===== src/sahp_pkg.sv =====
// package for the converter host port: widths, phases, timing counts
// assumes a single 125 MHz system clock
package sahp_pkg;

    // =========================================================
    // widths and field positions
    localparam int RES_W          = 12;
    localparam int BUS_W          = 8;
    localparam int HI_PAD_W       = 3;
    localparam int HI_DATA_W      = 4;
    localparam int MSB_IDX        = 11;
    localparam int LO_MSB         = 7;
    localparam int HI_LSB         = 8;

    // =========================================================
    // timing
    localparam int CLK_PERIOD_NS  = 8;
    localparam int AUTOZERO_NS    = 10000;
    localparam int AUTOZERO_CYC   = (AUTOZERO_NS + CLK_PERIOD_NS - 1) / CLK_PERIOD_NS;
    localparam int AZ_CNT_W       = 11;
    localparam int BIT_CNT_W      = 4;
    localparam int MSB_EDGE_NUM   = 2;
    localparam logic [RES_W-1:0] RES_ZERO = 12'h000;
    localparam logic [BIT_CNT_W-1:0] BIT_LAST = 4'h0;
    localparam logic [BIT_CNT_W-1:0] BIT_FIRST = 4'hb;
    localparam logic [1:0] EDGE_FIRST = 2'h1;
    localparam logic [1:0] EDGE_ZERO = 2'h0;

    // =========================================================
    // types
    typedef enum logic [1:0] {
        SAHP_IDLE,
        SAHP_ARMED,
        SAHP_WAIT,
        SAHP_CONV
    } sahp_phase_type;

    typedef struct packed {
        logic cs_n;
        logic rd_n;
        logic wr_n;
        logic byte_select;
    } sahp_host_type;

    typedef struct packed {
        logic [BUS_W-1:0] data;
        logic [BUS_W-1:0] oe;
    } sahp_bus_type;

endpackage


===== src/sahp_top.sv =====
// host port and successive-approximation sequencer of a 12-bit converter
// assumes comparator result and conversion clock synchronous to clk_in
`timescale 1ns/100ps
`default_nettype none
// Operation
// - data lines driven only while chip select and read strobe are low.
// - byte select high gives upper byte, low gives lower eight bits.
// - upper byte drives bits 6..4 zero and result 11..8 on bits 3..0.
// - upper byte bit 7 is the busy status, one during conversion.
// - result is twelve bits, bit 11 most significant.
// - chip select active low gates both strobes.
// - qualified write low begins a new conversion with autozero.
// - busy output low during conversion, high otherwise.
// - conversion runs from one clock, internal or external source.
// - write during a conversion aborts it and restarts from the beginning.
// - read during conversion returns partial approximation register contents.
// - external mode decides msb on second falling clock edge after write.
module sahp_top
    import sahp_pkg::*;
(
    input  wire logic                        clk_in,
    input  wire logic                        nrst_in,
    input  wire sahp_pkg::sahp_host_type     host_in,
    input  wire logic                        ext_clk_mode_in,
    input  wire logic                        conv_clk_in,
    input  wire logic                        comp_in,
    output var  logic [sahp_pkg::RES_W-1:0]  dac_code_out,
    output var  logic                        autozero_cap_node_out,
    output var  logic                        busy_n_out,
    output var  sahp_pkg::sahp_bus_type      bus_out
);
    import sahp_pkg::*;

    typedef struct packed {
        sahp_phase_type           phase;
        logic [RES_W-1:0]         sar;
        logic [BIT_CNT_W-1:0]     bit_idx;
        logic [AZ_CNT_W-1:0]      az_cnt;
        logic [1:0]               fall_cnt;
        logic                     cclk_q;
        logic                     wr_q;
    } sahp_state_type;

    sahp_state_type state;
    sahp_state_type next_state;
    logic           wr_act;
    logic           wr_rise;
    logic           cclk_fall;
    logic           busy;

    // =========================================================
    // sequencer
    always_comb begin
        next_state = state;
        wr_act = !host_in.cs_n && !host_in.wr_n;
        wr_rise = state.wr_q && !wr_act;
        cclk_fall = state.cclk_q && !conv_clk_in;
        next_state.wr_q = wr_act;
        next_state.cclk_q = conv_clk_in;
        unique case (state.phase)
            SAHP_IDLE: begin
            end
            SAHP_ARMED: begin
                if (wr_rise) begin
                    next_state.phase = SAHP_WAIT;
                end
            end
            SAHP_WAIT: begin
                if (ext_clk_mode_in) begin
                    if (cclk_fall) begin
                        next_state.fall_cnt = state.fall_cnt + EDGE_FIRST;
                    end
                    if (cclk_fall && state.fall_cnt == EDGE_FIRST) begin
                        next_state.phase = SAHP_CONV;
                        next_state.sar[state.bit_idx] = comp_in;
                        next_state.bit_idx = state.bit_idx - 4'h1;
                        if (state.bit_idx != BIT_LAST) begin
                            next_state.sar[state.bit_idx - 4'h1] = 1'b1;
                        end
                    end
                end else begin
                    if (state.az_cnt != '0) begin
                        next_state.az_cnt = state.az_cnt - 11'h001;
                    end else begin
                        next_state.phase = SAHP_CONV;
                    end
                end
            end
            SAHP_CONV: begin
                if (cclk_fall) begin
                    next_state.sar[state.bit_idx] = comp_in;
                    if (state.bit_idx == BIT_LAST) begin
                        next_state.phase = SAHP_IDLE;
                    end else begin
                        next_state.bit_idx = state.bit_idx - 4'h1;
                        next_state.sar[state.bit_idx - 4'h1] = 1'b1;
                    end
                end
            end
        endcase
        if (wr_act && !state.wr_q) begin
            next_state.phase = SAHP_ARMED;
            next_state.sar = RES_ZERO;
            next_state.sar[MSB_IDX] = 1'b1;
            next_state.bit_idx = BIT_FIRST;
            next_state.az_cnt = AZ_CNT_W'(AUTOZERO_CYC);
            next_state.fall_cnt = EDGE_ZERO;
        end
    end

    always_ff @(posedge clk_in or negedge nrst_in) begin
        if (!nrst_in) begin
            state <= '{phase: SAHP_IDLE, default: '0};
        end else begin
            state <= next_state;
        end
    end

    // =========================================================
    // outputs
    assign busy = (state.phase != SAHP_IDLE);
    assign busy_n_out = !busy;
    assign dac_code_out = state.sar;
    assign autozero_cap_node_out = (state.phase == SAHP_IDLE) ||
                                   (state.phase == SAHP_ARMED) ||
                                   (state.phase == SAHP_WAIT);

    sahp_bus_drv u_bus (
        .clk_in         (clk_in),
        .nrst_in        (nrst_in),
        .host_in        (host_in),
        .result_bits_in (state.sar),
        .busy_flag_in   (busy),
        .bus_out        (bus_out)
    );
endmodule
`default_nettype wire


===== src/sahp_bus_drv.sv =====
// read-side data mux and three-state enables of the host port
// assumes host strobes synchronous to clk_in
`timescale 1ns/100ps
`default_nettype none
module sahp_bus_drv
    import sahp_pkg::*;
(
    input  wire logic                        clk_in,
    input  wire logic                        nrst_in,
    input  wire sahp_pkg::sahp_host_type     host_in,
    input  wire logic [sahp_pkg::RES_W-1:0]  result_bits_in,
    input  wire logic                        busy_flag_in,
    output var  sahp_pkg::sahp_bus_type      bus_out
);
    import sahp_pkg::*;

    typedef struct packed {
        sahp_bus_type bus;
    } sahp_drv_state_type;

    sahp_drv_state_type state;
    sahp_drv_state_type next_state;
    logic               read_on;

    function automatic logic [BUS_W-1:0] pick_byte(input logic hi,
                                                   input logic [RES_W-1:0] r,
                                                   input logic busy);
        if (hi) begin
            pick_byte = {busy, {HI_PAD_W{1'b0}}, r[MSB_IDX:HI_LSB]};
        end else begin
            pick_byte = r[LO_MSB:0];
        end
    endfunction

    // =========================================================
    // output data and enables
    always_comb begin
        read_on = !host_in.cs_n && !host_in.rd_n;
        next_state = state;
        next_state.bus.oe = {BUS_W{read_on}};
        next_state.bus.data = pick_byte(host_in.byte_select,
                                        result_bits_in, busy_flag_in);
    end

    always_ff @(posedge clk_in or negedge nrst_in) begin
        if (!nrst_in) begin
            state <= '0;
        end else begin
            state <= next_state;
        end
    end

    assign bus_out = state.bus;
endmodule
`default_nettype wire


===== config.mk =====
export PLATFORM = sky130hd
export DESIGN_NAME = sahp_top
export DESIGN_NICKNAME = d
export VERILOG_FILES = /design/src/sahp_pkg.sv /design/src/sahp_top.sv /design/src/sahp_bus_drv.sv
export SDC_FILE = /design/constraint.sdc
export NUM_CORES = 1
export LEC_CHECK = 0
export BUFFER_PORTS_ARGS = -buffer_cell sky130_fd_sc_hd__buf_2
export CAP_MARGIN = 5
export CORE_ASPECT_RATIO = 0.7
export CORE_MARGIN = 5
export CORE_UTILIZATION = 50
export DETAILED_ROUTE_END_ITERATION = 16
export PLACE_DENSITY = 0.86
export SYNTH_ARGS = -nofsm -noshare
export SYNTH_HDL_FRONTEND = slang
export SYNTH_SLANG_ARGS = --single-unit

===== constraint.sdc =====
create_clock -name clk_in -period 2.2 [get_ports clk_in]
set_clock_uncertainty 0.15 [all_clocks]
set_input_delay 0.44 -clock clk_in [delete_from_list [all_inputs] [get_ports clk_in]]
set_output_delay 0.44 -clock clk_in [all_outputs]
set_load 0.01 [all_outputs]

* Word-level counts from Yosys, hierarchy flattened
Index checks and enable logic that the tools add are counted. Widths: inputs -> output; s select.
Word-level totals: register bits 42, logic and storage cells 86
Operators by class: add/subtract/negate cells 3, $lt $le $gt $ge 4, equal/unequal tests 13, muxes and demuxes 23, bitwise gates (word level) 1, reduce and logical (&&, ||, !) cells 33
Operator list (count):
- $mux 18 | 2
- $mux 16 | 2
- $pmux 16 s2 | 1
- $mux 31 | 1
- $mux 11 | 2
- $ne 3x3->1 const B | 6
- $mux 13 | 1
- $bwmux 12 | 1
- $mux 12 | 1
- $mux 2 | 6
- $or 12x12->12 | 1
- $reduce_bool 11->1 | 1
- $sub 11x1->11 const B | 1
- $lt 4x5->1 const B | 2
- $reduce_bool 2->1 | 5
- $demux 1 s4 | 2
- $ge 4x1->1 const B | 2
- $logic_and 1x1->1 | 8
- $mux 8 | 1
- $ne 4x4->1 const B | 2
- $reduce_bool 4->1 | 2
- $logic_not 1->1 | 7
- $pmux 2 s3 | 1
- $reduce_and 3->1 | 2
- 13 further kinds | 17

* Logic depth before layout (Yosys ltp)
Gate-level depths: netlist of run 1.
depth after elaboration 11, mapped depth 8

* By module
From an unflattened synthesis of run 1, not the netlist that was laid out.
Unflattened totals: cells, all modules 272, area total of the unflattened synthesis 2612.5 um^2
By module, submodules not included:
- sahp_top | instances 1, cells an instance 246, area an instance 2218.4 um^2, seq. area each 825.8 um^2
- sahp_bus_drv | instances 1, cells an instance 26, area an instance 394.1 um^2, seq. area each 225.2 um^2

* Least setup slack after synthesis of run 1
No wires, ideal clock.
kind register -> register, start point reg state[4] (netlist name), end point reg state[5] (netlist name), arrival time 1.977 ns, required time 1.926 ns, path slack -0.051 ns, cell stages (with the launch flop) 8, path buffers 0, clock period less this slack 2.251 ns, path through dfrtp_1 inv_1 ha_1 or4b_4 or4_4 nand2_4 nor2_1 a211o_1
On the way: cells in the longest elaborated chain, start to end 5, elaborated cells on any way between the ends 8, classes of those cells add/sub (1); mux (4); reduce/logical (3)
Ends and longest elaborated chain:
- start: declaration | RTL line sahp_top.sv:44 | sahp_state_type state;
- start signal: assignment | RTL line sahp_top.sv:115 | state <= next_state;
- $sub 11x1->11 | RTL line sahp_top.sv:83 | next_state.az_cnt = state.az_cnt - 11'h001;
- $mux 11 | RTL line sahp_top.sv:82 | if (state.az_cnt != '0) begin
- $mux 11 | RTL line sahp_top.sv:69 | if (ext_clk_mode_in) begin
- $mux 13 | RTL line sahp_top.sv:60 | unique case (state.phase)
- $mux 31 | RTL line sahp_top.sv:101 | if (wr_act && !state.wr_q) begin
Parallel ways exist; a longest one is shown, timed or not. The select of a mux whose other input is x is not followed. A chain may end at the register's enable or synchronous reset.

* Final worst setup path of run 1
start point reg state[5] (netlist name), end point reg state[5] (netlist name)
Same word-level chain as after synthesis.

==> impl_metrics.yaml, run 1 <==
status:
  status: "finished with violations"
  violations: "setup timing"
synth:
  synth_edf_count: 0
  synthDistinctLibCells: 49
  syn_inst: 253
  ys_top_cells_by_area: "dfrtp_1 (43%), buf_4 (5.8%), ha_1 (5.1%)"
  async_flop_share_pct: 100
  syn_nets: 272
  synth-seq-cells: 42
  syn_area_um2: 2450
  synthAdderAreaFrac_pct: 5.10
  synth.avg_cell_area_um2: 9.69
  synthXorXnorAreaFrac_pct: 3.93
  synth_top_family_by_area: "simple AND/OR/NAND/NOR gates"
  synthDominantCellAreaShare_pct: 42.9
  synth.area.mux_share_pct: 5.16
  synth_top_area_cell: "dfrtp_1"
  synth-simple-area-share_pct: 22.2
  synth-compound-area-share_pct: 11.3
  ys_warn_count: 0
  synth_top_flop_cell: "dfrtp_1"
  ys_seq_area_share_pct: 42.9
sta:
  setup_viol: 3
  layout_worst_path_cycle_share_pct: 103
  max_freq_mhz: 440
  timing.final.max_slew_violations: 0
  worst_slack_ns: -0.0745
  grt_setup_unrepaired: "yes"
  relSlewSlack_pct: 47.2
  tightestPinTransition_ns: 0.791
  finalHoldViolCount: 0
  fin_hold_ws_ns: 0.0639
  fin_crit_ns: 2.27
global_routing:
  use_met1_pct: 26.2
  track_usage_pct: 18.9
  use_met3_pct: 3.69
  grt_pass1_vias: 1898
  grt_pass1_wl_um: 9480
  grt_busiest_layer: "met2"
  grt_start_max_net_pins: 37
  antenna_found_initial: 0
  overflow: 0
  met2_usage_pct: 29.1
drt:
  wire_per_inst_um: 16.5
  drtPass1Iterations: 5
  drt-total-wl_um: 5910
  vias: 2003
  drc: 0
  drt_iter0_markers: 269
  drt-vias-per-instance: 5.61
  ant_nets: 0
power:
  power_density_nw_per_um2: 911
  power_switching_mw: 0.896
  ir_worst_vdd_v: 0.000386
  total_power_mw: 2.64
  power_frac_comb_pct: 33.2
  seqPwrFrac_pct: 38.0
  p_int_mw: 1.75
  clkPwrFrac_pct: 28.7
  p_sw_share_pct: 33.9
  leakage_nw: 1.34
clock_tree:
  path_clk_slew_ns: 0.09
  htreeDepth: 2
  cts_tree: "built"
  clock_latency_ns: 0.30
  cts-root-buf: "clkbuf_8"
  cts.sinks: 42
  clockBufferDepth: 2
  hold_buffers: 0
  cts_buffers: 5
final_layout:
  diodes: 0
  design_area_um2: 2900
  syn_to_final_growth_pct: 18.4
  nets: 306
  fin_util_pct: 61.0
  drive_gt1_share_pct: 30.9
critical_path:
  cp.required_ns: 2.23
  path_max_fanout: 5
  crit_type: "reg2reg"
  start_kind: "flip-flop"
  end_kind: "flip-flop"
  ff2ff_path_depth: 7
  arrival_ns: 2.30
floorplan:
  dieArea_um2: 6420
  die_y_um: 68.6
  fp.dieW_um: 93.7
  coreArea_um2: 4760
  io_pins: 39
  rows: 21
  initial_utilization_pct: 51.5
flow_run:
  maxCapViolCount: 0
place:
  postPlaceCellArea_um2: 2680
  gp_congestion: 0.902
  port_buffers: 38
  dp_hpwl_um: 3870
worst_hold_path:
  hp-class: "in2async"
-- path summary, 6_finish.rpt --
kind | to | start | slack (ns)
setup / recovery | state[5]$_DFFE_PN0P_ | state[5]$_DFFE_PN0P_ | -0.07
hold / removal | u_bus.bus_out[15]$_DFF_PN0_ | nrst_in | 0.06
setup reg to reg | state[5]$_DFFE_PN0P_ | state[5]$_DFFE_PN0P_ | -0.07
hold reg to reg | dac_code_out[1]$_DFFE_PN0P_ | dac_code_out[1]$_DFFE_PN0P_ | 0.37
max in group asynchronous | state[4]$_DFFE_PN0P_ | nrst_in | 1.25
min in group clk_in | state[1]$_DFF_PN0_ | conv_clk_in | 0.11
-- flip-flops by register name, summed over array words and instances (netlist names) --
| register | cells |
|---|---|
| dac_code_out | 12 |
| state | 21 |
| u_bus.bus_out | 9 |
-- cells in the final DEF, fill, tap and decap left out, drive strengths merged, types with 5 or more instances in the layout --
cell type,Yosys,routed
dfrtp,42,42
mux2i,7,7
o21ai,7,7
xnor2,7,7
nor2,23,23
nand2b,7,7
nand2,12,12
inv,9,9
a21oi,10,10
mux2,5,5
nor2b,6,6
ha,10,10
nor3b,5,5
buf,22,60
nand3,11,11
clkbuf,11,6
nand4b,5,5
nor3,9,9
-- cells in the mapped netlist, types with 2 or more instances --
master     instances
inv_1              9
o22a_1             2
xor2_1             4
mux2_2             5
mux2i_1            7
o21ai_0            7
nand4b_1           5
nand2b_1           7
ha_1              10
nor3b_1            4
nand2_1           11
o2bb2ai_1          3
nor3_1             9
nor4_1             4
clkbuf_1          11
nor2b_1            6
a21oi_1           10
o21bai_1           2
nor2_1            23
dfrtp_1           42
a31oi_1            4
buf_2              2
xnor2_1            7
nand3_1           11
a211oi_1           3
buf_4             19
and3_1             4
-- worst max-delay path, stage by stage (launching register included) --
cell and delay [ns]:
dfrtp_1 0.42, inv_2 0.10, ha_4 0.13, or4b_4 0.46, or4_4 0.48, nand2_4 0.13
nor2_2 0.05, a211o_1 0.24
-- power groups by stage --
stage / logic [mW] / registers [mW] / clock network [mW]
after global placement: 0.736 / 0.991 / 0
after CTS: 0.817 / 0.995 / 0.763
after detailed placement: 0.769 / 1.00 / 0
after floorplan: 0.519 / 0.989 / 0
final: 0.878 / 1.00 / 0.760
after global routing: 0.965 / 1.02 / 0.794
-- kinds of logic after synthesis --
| logic type | Yosys count |
|---|---|
| buffers and inverters | 42 |
| XOR/XNOR | 11 |
| flip-flops | 42 |
| adder cells (fa/ha/maj) | 10 |
| AND/OR/NAND/NOR | 95 |
| AO/OA/AOI/OAI | 41 |
| multiplexers | 12 |
-- per-layer routing --
metal,wire [um],vias to the layer above
met1,2750,943
met5,0,-
met4,136,0
met3,435,12
met2,2580,106
li1,-,942
-- through the flow --
step | setup TNS [ns] | cells | setup slack, ns
3_5_place_dp | -0.0891 | 347 | -0.0556
5_1_grt | -0.325 | 357 | -0.113
3_3_place_gp | 0 | 347 | 0.0277
4_1_cts | -0.0882 | 357 | -0.0625
2_1_floorplan | 0 | 253 | 0.0149
6_report | -0.129 | 357 | -0.0745
-- final cells by class --
class	instances	area (um^2)
timing repair buffer	60	355
multi-input combinational	169	1230
clock inverter	2	60.1
inverter	9	33.8
sequential	42	1050
fill	367	1850
clock buffer	6	82.6
tap	69	86.3
-- what timing repair did --
| item | in CTS | in global routing |
|---|---|---|
| pin swaps | 5 | 3 |
| setup endpoints to repair | 3 | 10 |
| setup buffers | 2 | 0 |
| gates resized for setup | 7 | 5 |
(Power assumes the default switching activity.)
==> run 2, diff against run 1 <==
CORE_ASPECT_RATIO = not set   (was 0.7)
==> impl_metrics.yaml, run 2 (synthesis gave the netlist of run 1 again) <==
sta:
  timing.final.max_slew_violations: 0
  relSlewSlack_pct: 66.4
  grt_setup_unrepaired: "yes"
  worst_slack_ns: -0.00906
  setup_viol: 1
  fin_crit_ns: 2.21
  tightestPinTransition_ns: 0.499
  max_freq_mhz: 453
  layout_worst_path_cycle_share_pct: 100
  finalHoldViolCount: 0
  fin_setup_tns_ns: -0.00906
floorplan:
  die_y_um: 80.0
  dieArea_um2: 6400
  fp.dieW_um: 80.0
  rows: 25
  io_pins: 39
  coreArea_um2: 4750
  initial_utilization_pct: 51.6
critical_path:
  path_max_fanout: 4
  cp.required_ns: 2.23
  crit_type: "reg2reg"
  arrival_ns: 2.24
  end_kind: "flip-flop"
  start_kind: "flip-flop"
power:
  ir_worst_vdd_v: 0.000408
  total_power_mw: 2.41
  leakage_nw: 1.32
  power_density_nw_per_um2: 850
  p_sw_share_pct: 33.5
  seqPwrFrac_pct: 41.2
  clkPwrFrac_pct: 24.9
  power_frac_comb_pct: 33.9
  p_int_mw: 1.60
  power_switching_mw: 0.806
drt:
  drt-vias-per-instance: 5.43
  wire_per_inst_um: 13.9
  vias: 1926
  drc: 0
  ant_nets: 0
  drt-total-wl_um: 4940
  drtPass1Iterations: 4
  drt_iter0_markers: 181
global_routing:
  grt_pass1_wl_um: 8270
  grt_pass1_vias: 1801
  track_usage_pct: 16.3
  grt_start_max_net_pins: 43
  overflow: 0
  antenna_found_initial: 0
final_layout:
  largest_reg_flops: 21
  syn_to_final_growth_pct: 15.6
  drive_gt1_share_pct: 28.8
  diodes: 0
  nets: 306
  largest_register: "state"
  final_cells: 355
  mostFrequentLayoutCell: "dfrtp_1"
  final_cell_mix: "dfrtp_1 (42), buf_2 (38), nor2_1 (23)"
clock_tree:
  htreeDepth: 2
  cts-root-buf: "clkbuf_8"
  cts_buffers: 5
  clock_latency_ns: 0.30
  path_clk_slew_ns: 0.07
  clockBufferDepth: 2
  cts.sinks: 42
  cts_tree: "built"
place:
  gp_congestion: 0.924
  dp_hpwl_um: 3520
  placed_cells: 343
  port_buffers: 38
flow_run:
  maxCapViolCount: 0
worst_hold_path:
  hp-class: "in2reg"
status:
  status: "finished with violations"
  violations: "setup timing"
-- run 2: path summary, 6_finish.rpt --
| kind | start | to | slack [ns] | cells after the start |
|---|---|---|---|---|
| worst max-delay path | state[4]$_DFFE_PN0P_ | state[5]$_DFFE_PN0P_ | -0.009 | 7 |
| worst min register to register | dac_code_out[5]$_DFFE_PN0P_ | u_bus.bus_out[13]$_DFF_PN0_ | 0.37 | 1 |
| min in group asynchronous | nrst_in | dac_code_out[11]$_DFFE_PN0P_ | 0.48 | 3 |
| max in group asynchronous | nrst_in | dac_code_out[5]$_DFFE_PN0P_ | 1.21 | 3 |
| worst min-delay path | conv_clk_in | state[1]$_DFF_PN0_ | 0.12 | 1 |
| worst max register to register | state[4]$_DFFE_PN0P_ | state[5]$_DFFE_PN0P_ | -0.009 | 7 |
-- run 2: through the flow --
stage | hold slack (ns) | utilization [%] | cell area, um^2 | setup slack (ns)
6_report | 0.119 | 59.6 | 2830 | -0.00906
5_1_grt | 0.114 | 59.6 | 2830 | -0.0710
4_1_cts | 0.111 | 58.9 | 2800 | -0.0145
3_5_place_dp | 0.282 | 56.3 | 2680 | -0.0148
3_3_place_gp | 0.277 | 56.3 | 2680 | 0.0395
2_1_floorplan | -0.00559 | - | 2450 | 0.0149
-- run 2: final cells by class --
| cell class | count | area [um^2] |
|---|---|---|
| clock buffer | 5 | 68.8 |
| multi-input combinational | 169 | 1180 |
| timing repair buffer | 60 | 370 |
| tap | 67 | 83.8 |
| sequential | 42 | 1050 |
| clock inverter | 3 | 40.0 |
| inverter | 9 | 33.8 |
| fill | 409 | 1920 |
-- run 2: critical path: stages, from the launching register on --
cell     delay, ns
dfrtp_1       0.39
inv_2         0.07
ha_1          0.14
or4b_4        0.47
or4_4         0.47
nand2_4       0.10
nor2_1        0.04
a211o_1       0.26
-- run 2: per-layer routing --
metal  share of wire, %  track usage (%)  up-vias
met3                6.7             3.50        8
met2                 45             25.7       65
li1                   -                -      938
met1                 46             22.3      915
met4                1.6             5.57        0
met5                  0                0        -
-- run 2: timing repair --
item | in CTS | in global routing
pin swaps | 0 | 1
endpoints found under the hold margin | 42 | 0
gates resized for setup | 2 | 3
buffers inserted | 1 | 2
hold buffers | 1 | 0
cloned | 0 | 0
endpoints found under the setup margin | 2 | 13
-- run 2: power groups by stage --
| stage | clock, mW | sequential (mW) | combinational, mW |
|---|---|---|---|
| floorplan | 0 | 0.989 | 0.519 |
| global placement | 0 | 0.990 | 0.733 |
| detailed placement | 0 | 0.996 | 0.759 |
| CTS | 0.614 | 0.985 | 0.781 |
| global route | 0.646 | 1.01 | 0.906 |
| finish | 0.599 | 0.991 | 0.817 |
==> run 3, diff against run 2 <==
CELL_PAD_IN_SITES_DETAIL_PLACEMENT = 1   (was not set)
CELL_PAD_IN_SITES_GLOBAL_PLACEMENT = 1   (was not set)
CORE_UTILIZATION = 39   (was 50)
==> impl_metrics.yaml, run 3 (synthesis gave the netlist of run 1 again) <==
final_layout:
  diodes: 0
  largest_reg_flops: 21
  regArea_um2: 1050
  nets: 314
  drive_gt1_share_pct: 33.1
  multi_input_area_um2: 1230
  nFillCells: 720
  final_cells: 371
  syn_to_final_growth_pct: 19.9
  design_area_um2: 2940
  mostFrequentLayoutCell: "dfrtp_1"
  final_cell_mix: "dfrtp_1 (42), buf_2 (38), buf_4 (28)"
  largest_register: "state"
critical_path:
  path_max_fanout: 4
  cp.required_ns: 2.22
  crit_type: "reg2reg"
  crit_slowest_cell: "or4_4"
  start_kind: "flip-flop"
  crit_cells: 7
  end_kind: "flip-flop"
  cp.buffers_inverters: 1
  arrival_ns: 2.37
  critPathMaxStageDelay_ns: 0.47
  ff2ff_path_depth: 7
  path_cells: "inv_2 -> ha_4 -> or4b_4 -> or4_4 -> nor4b_4 -> xnor2_1 -> nand2b_1"
  crit_family: "simple AND/OR/NAND/NOR gates"
power:
  seqPwrFrac_pct: 39.5
  p_int_mw: 1.58
  power_density_nw_per_um2: 862
  ir_worst_vdd_v: 0.000297
  clkPwrFrac_pct: 20.9
  p_sw_share_pct: 37.5
  power_frac_comb_pct: 39.6
  leakage_nw: 1.35
  power_switching_mw: 0.950
floorplan:
  dieArea_um2: 7970
  io_pins: 39
  rows: 28
  coreArea_um2: 6030
  fp.dieW_um: 89.3
  initial_utilization_pct: 40.7
  die_y_um: 89.3
place:
  dp_hpwl_um: 4690
  placed_cells: 356
  postPlaceCellArea_um2: 2720
  gp_congestion: 0.791
  port_buffers: 38
clock_tree:
  path_clk_slew_ns: 0.09
  cts_tree: "built"
  clock_latency_ns: 0.30
  clockBufferDepth: 2
  htreeDepth: 2
  cts_buffers: 5
  cts.sinks: 42
  cts-root-buf: "clkbuf_8"
  hold_buffers: 0
flow_run:
  maxCapViolCount: 0
sta:
  tightestPinTransition_ns: 0.543
  timing.final.max_slew_violations: 0
  relSlewSlack_pct: 63.8
  layout_worst_path_cycle_share_pct: 107
  fin_crit_ns: 2.35
  setup_viol: 1
  finalHoldViolCount: 0
  fin_setup_tns_ns: -0.150
  worst_slack_ns: -0.150
  max_freq_mhz: 426
  grt_setup_unrepaired: "yes"
drt:
  drt_iter0_markers: 192
  drt-vias-per-instance: 5.67
  drc: 0
  drt-total-wl_um: 7340
  ant_nets: 0
  drtPass1Iterations: 4
  vias: 2102
  wire_per_inst_um: 19.8
status:
  status: "finished with violations"
  violations: "setup timing"
worst_hold_path:
  hp-class: "in2async"
global_routing:
  antenna_found_initial: 0
  grt_pass1_vias: 2237
  overflow: 0
  grt_pass1_wl_um: 11600
  track_usage_pct: 18.8
  grt_start_max_net_pins: 43
-- run 3: power groups by stage --
stage               sequential, mW  clock, mW  combinational (mW)
global placement             0.983          0               0.778
global route                  1.02      0.579                1.08
detailed placement           0.996          0               0.832
floorplan                    0.989          0               0.519
finish                        1.00      0.529                1.00
CTS                          0.986      0.541               0.916
-- run 3: path summary, 6_finish.rpt --
check	slack [ns]	startpoint	to
min in group clk_in	0.12	conv_clk_in	state[1]$_DFF_PN0_
setup / recovery	-0.15	state[5]$_DFFE_PN0P_	state[10]$_DFFE_PN0P_
max in group asynchronous	1.47	nrst_in	u_bus.bus_out[12]$_DFF_PN0_
hold / removal	0.05	nrst_in	dac_code_out[3]$_DFFE_PN0P_
setup reg to reg	-0.15	state[5]$_DFFE_PN0P_	state[10]$_DFFE_PN0P_
hold reg to reg	0.38	state[3]$_DFFE_PN0P_	state[3]$_DFFE_PN0P_
-- run 3: per-layer routing --
metal / vias to the layer above / global-route usage (%) / share of wire [%] / routed length [um]
li1: 950 / - / - / -
met1: 1048 / 23.8 / 42 / 3100
met2: 85 / 32.3 / 50 / 3660
met3: 19 / 3.04 / 5.9 / 432
met4: 0 / 7.04 / 1.9 / 143
met5: - / 0 / 0 / 0
-- run 3: repair_timing --
action / 4_1_cts / 5_1_grt
pin swaps: 5 / 5
buffers inserted: 4 / 3
hold endpoints to repair: 0 / 0
setup endpoints to repair: 11 / 13
resized for setup: 7 / 7
-- run 3: metrics by stage --
step / utilization (%) / power, mW / worst slack, ns / hold slack, ns
CTS: 47.8 / 2.44 / -0.0750 / 0.0755
global route: 48.8 / 2.68 / -0.182 / 0.104
global placement: 45.2 / 1.76 / 0.0397 / 0.349
finish: 48.8 / 2.53 / -0.150 / 0.0511
detailed placement: 45.2 / 1.83 / -0.0851 / 0.371
floorplan: - / 1.51 / 0.0149 / -0.00559
-- run 3: cell type report --
type,count,share of cell area [%]
Clock inverter,2,0.426
Clock buffer,6,2.81
Sequential cell,42,35.8
Timing Repair Buffer,68,14.7
Inverter,9,1.15
Multi-Input combinational cell,169,42.0
Tap cell,75,3.19
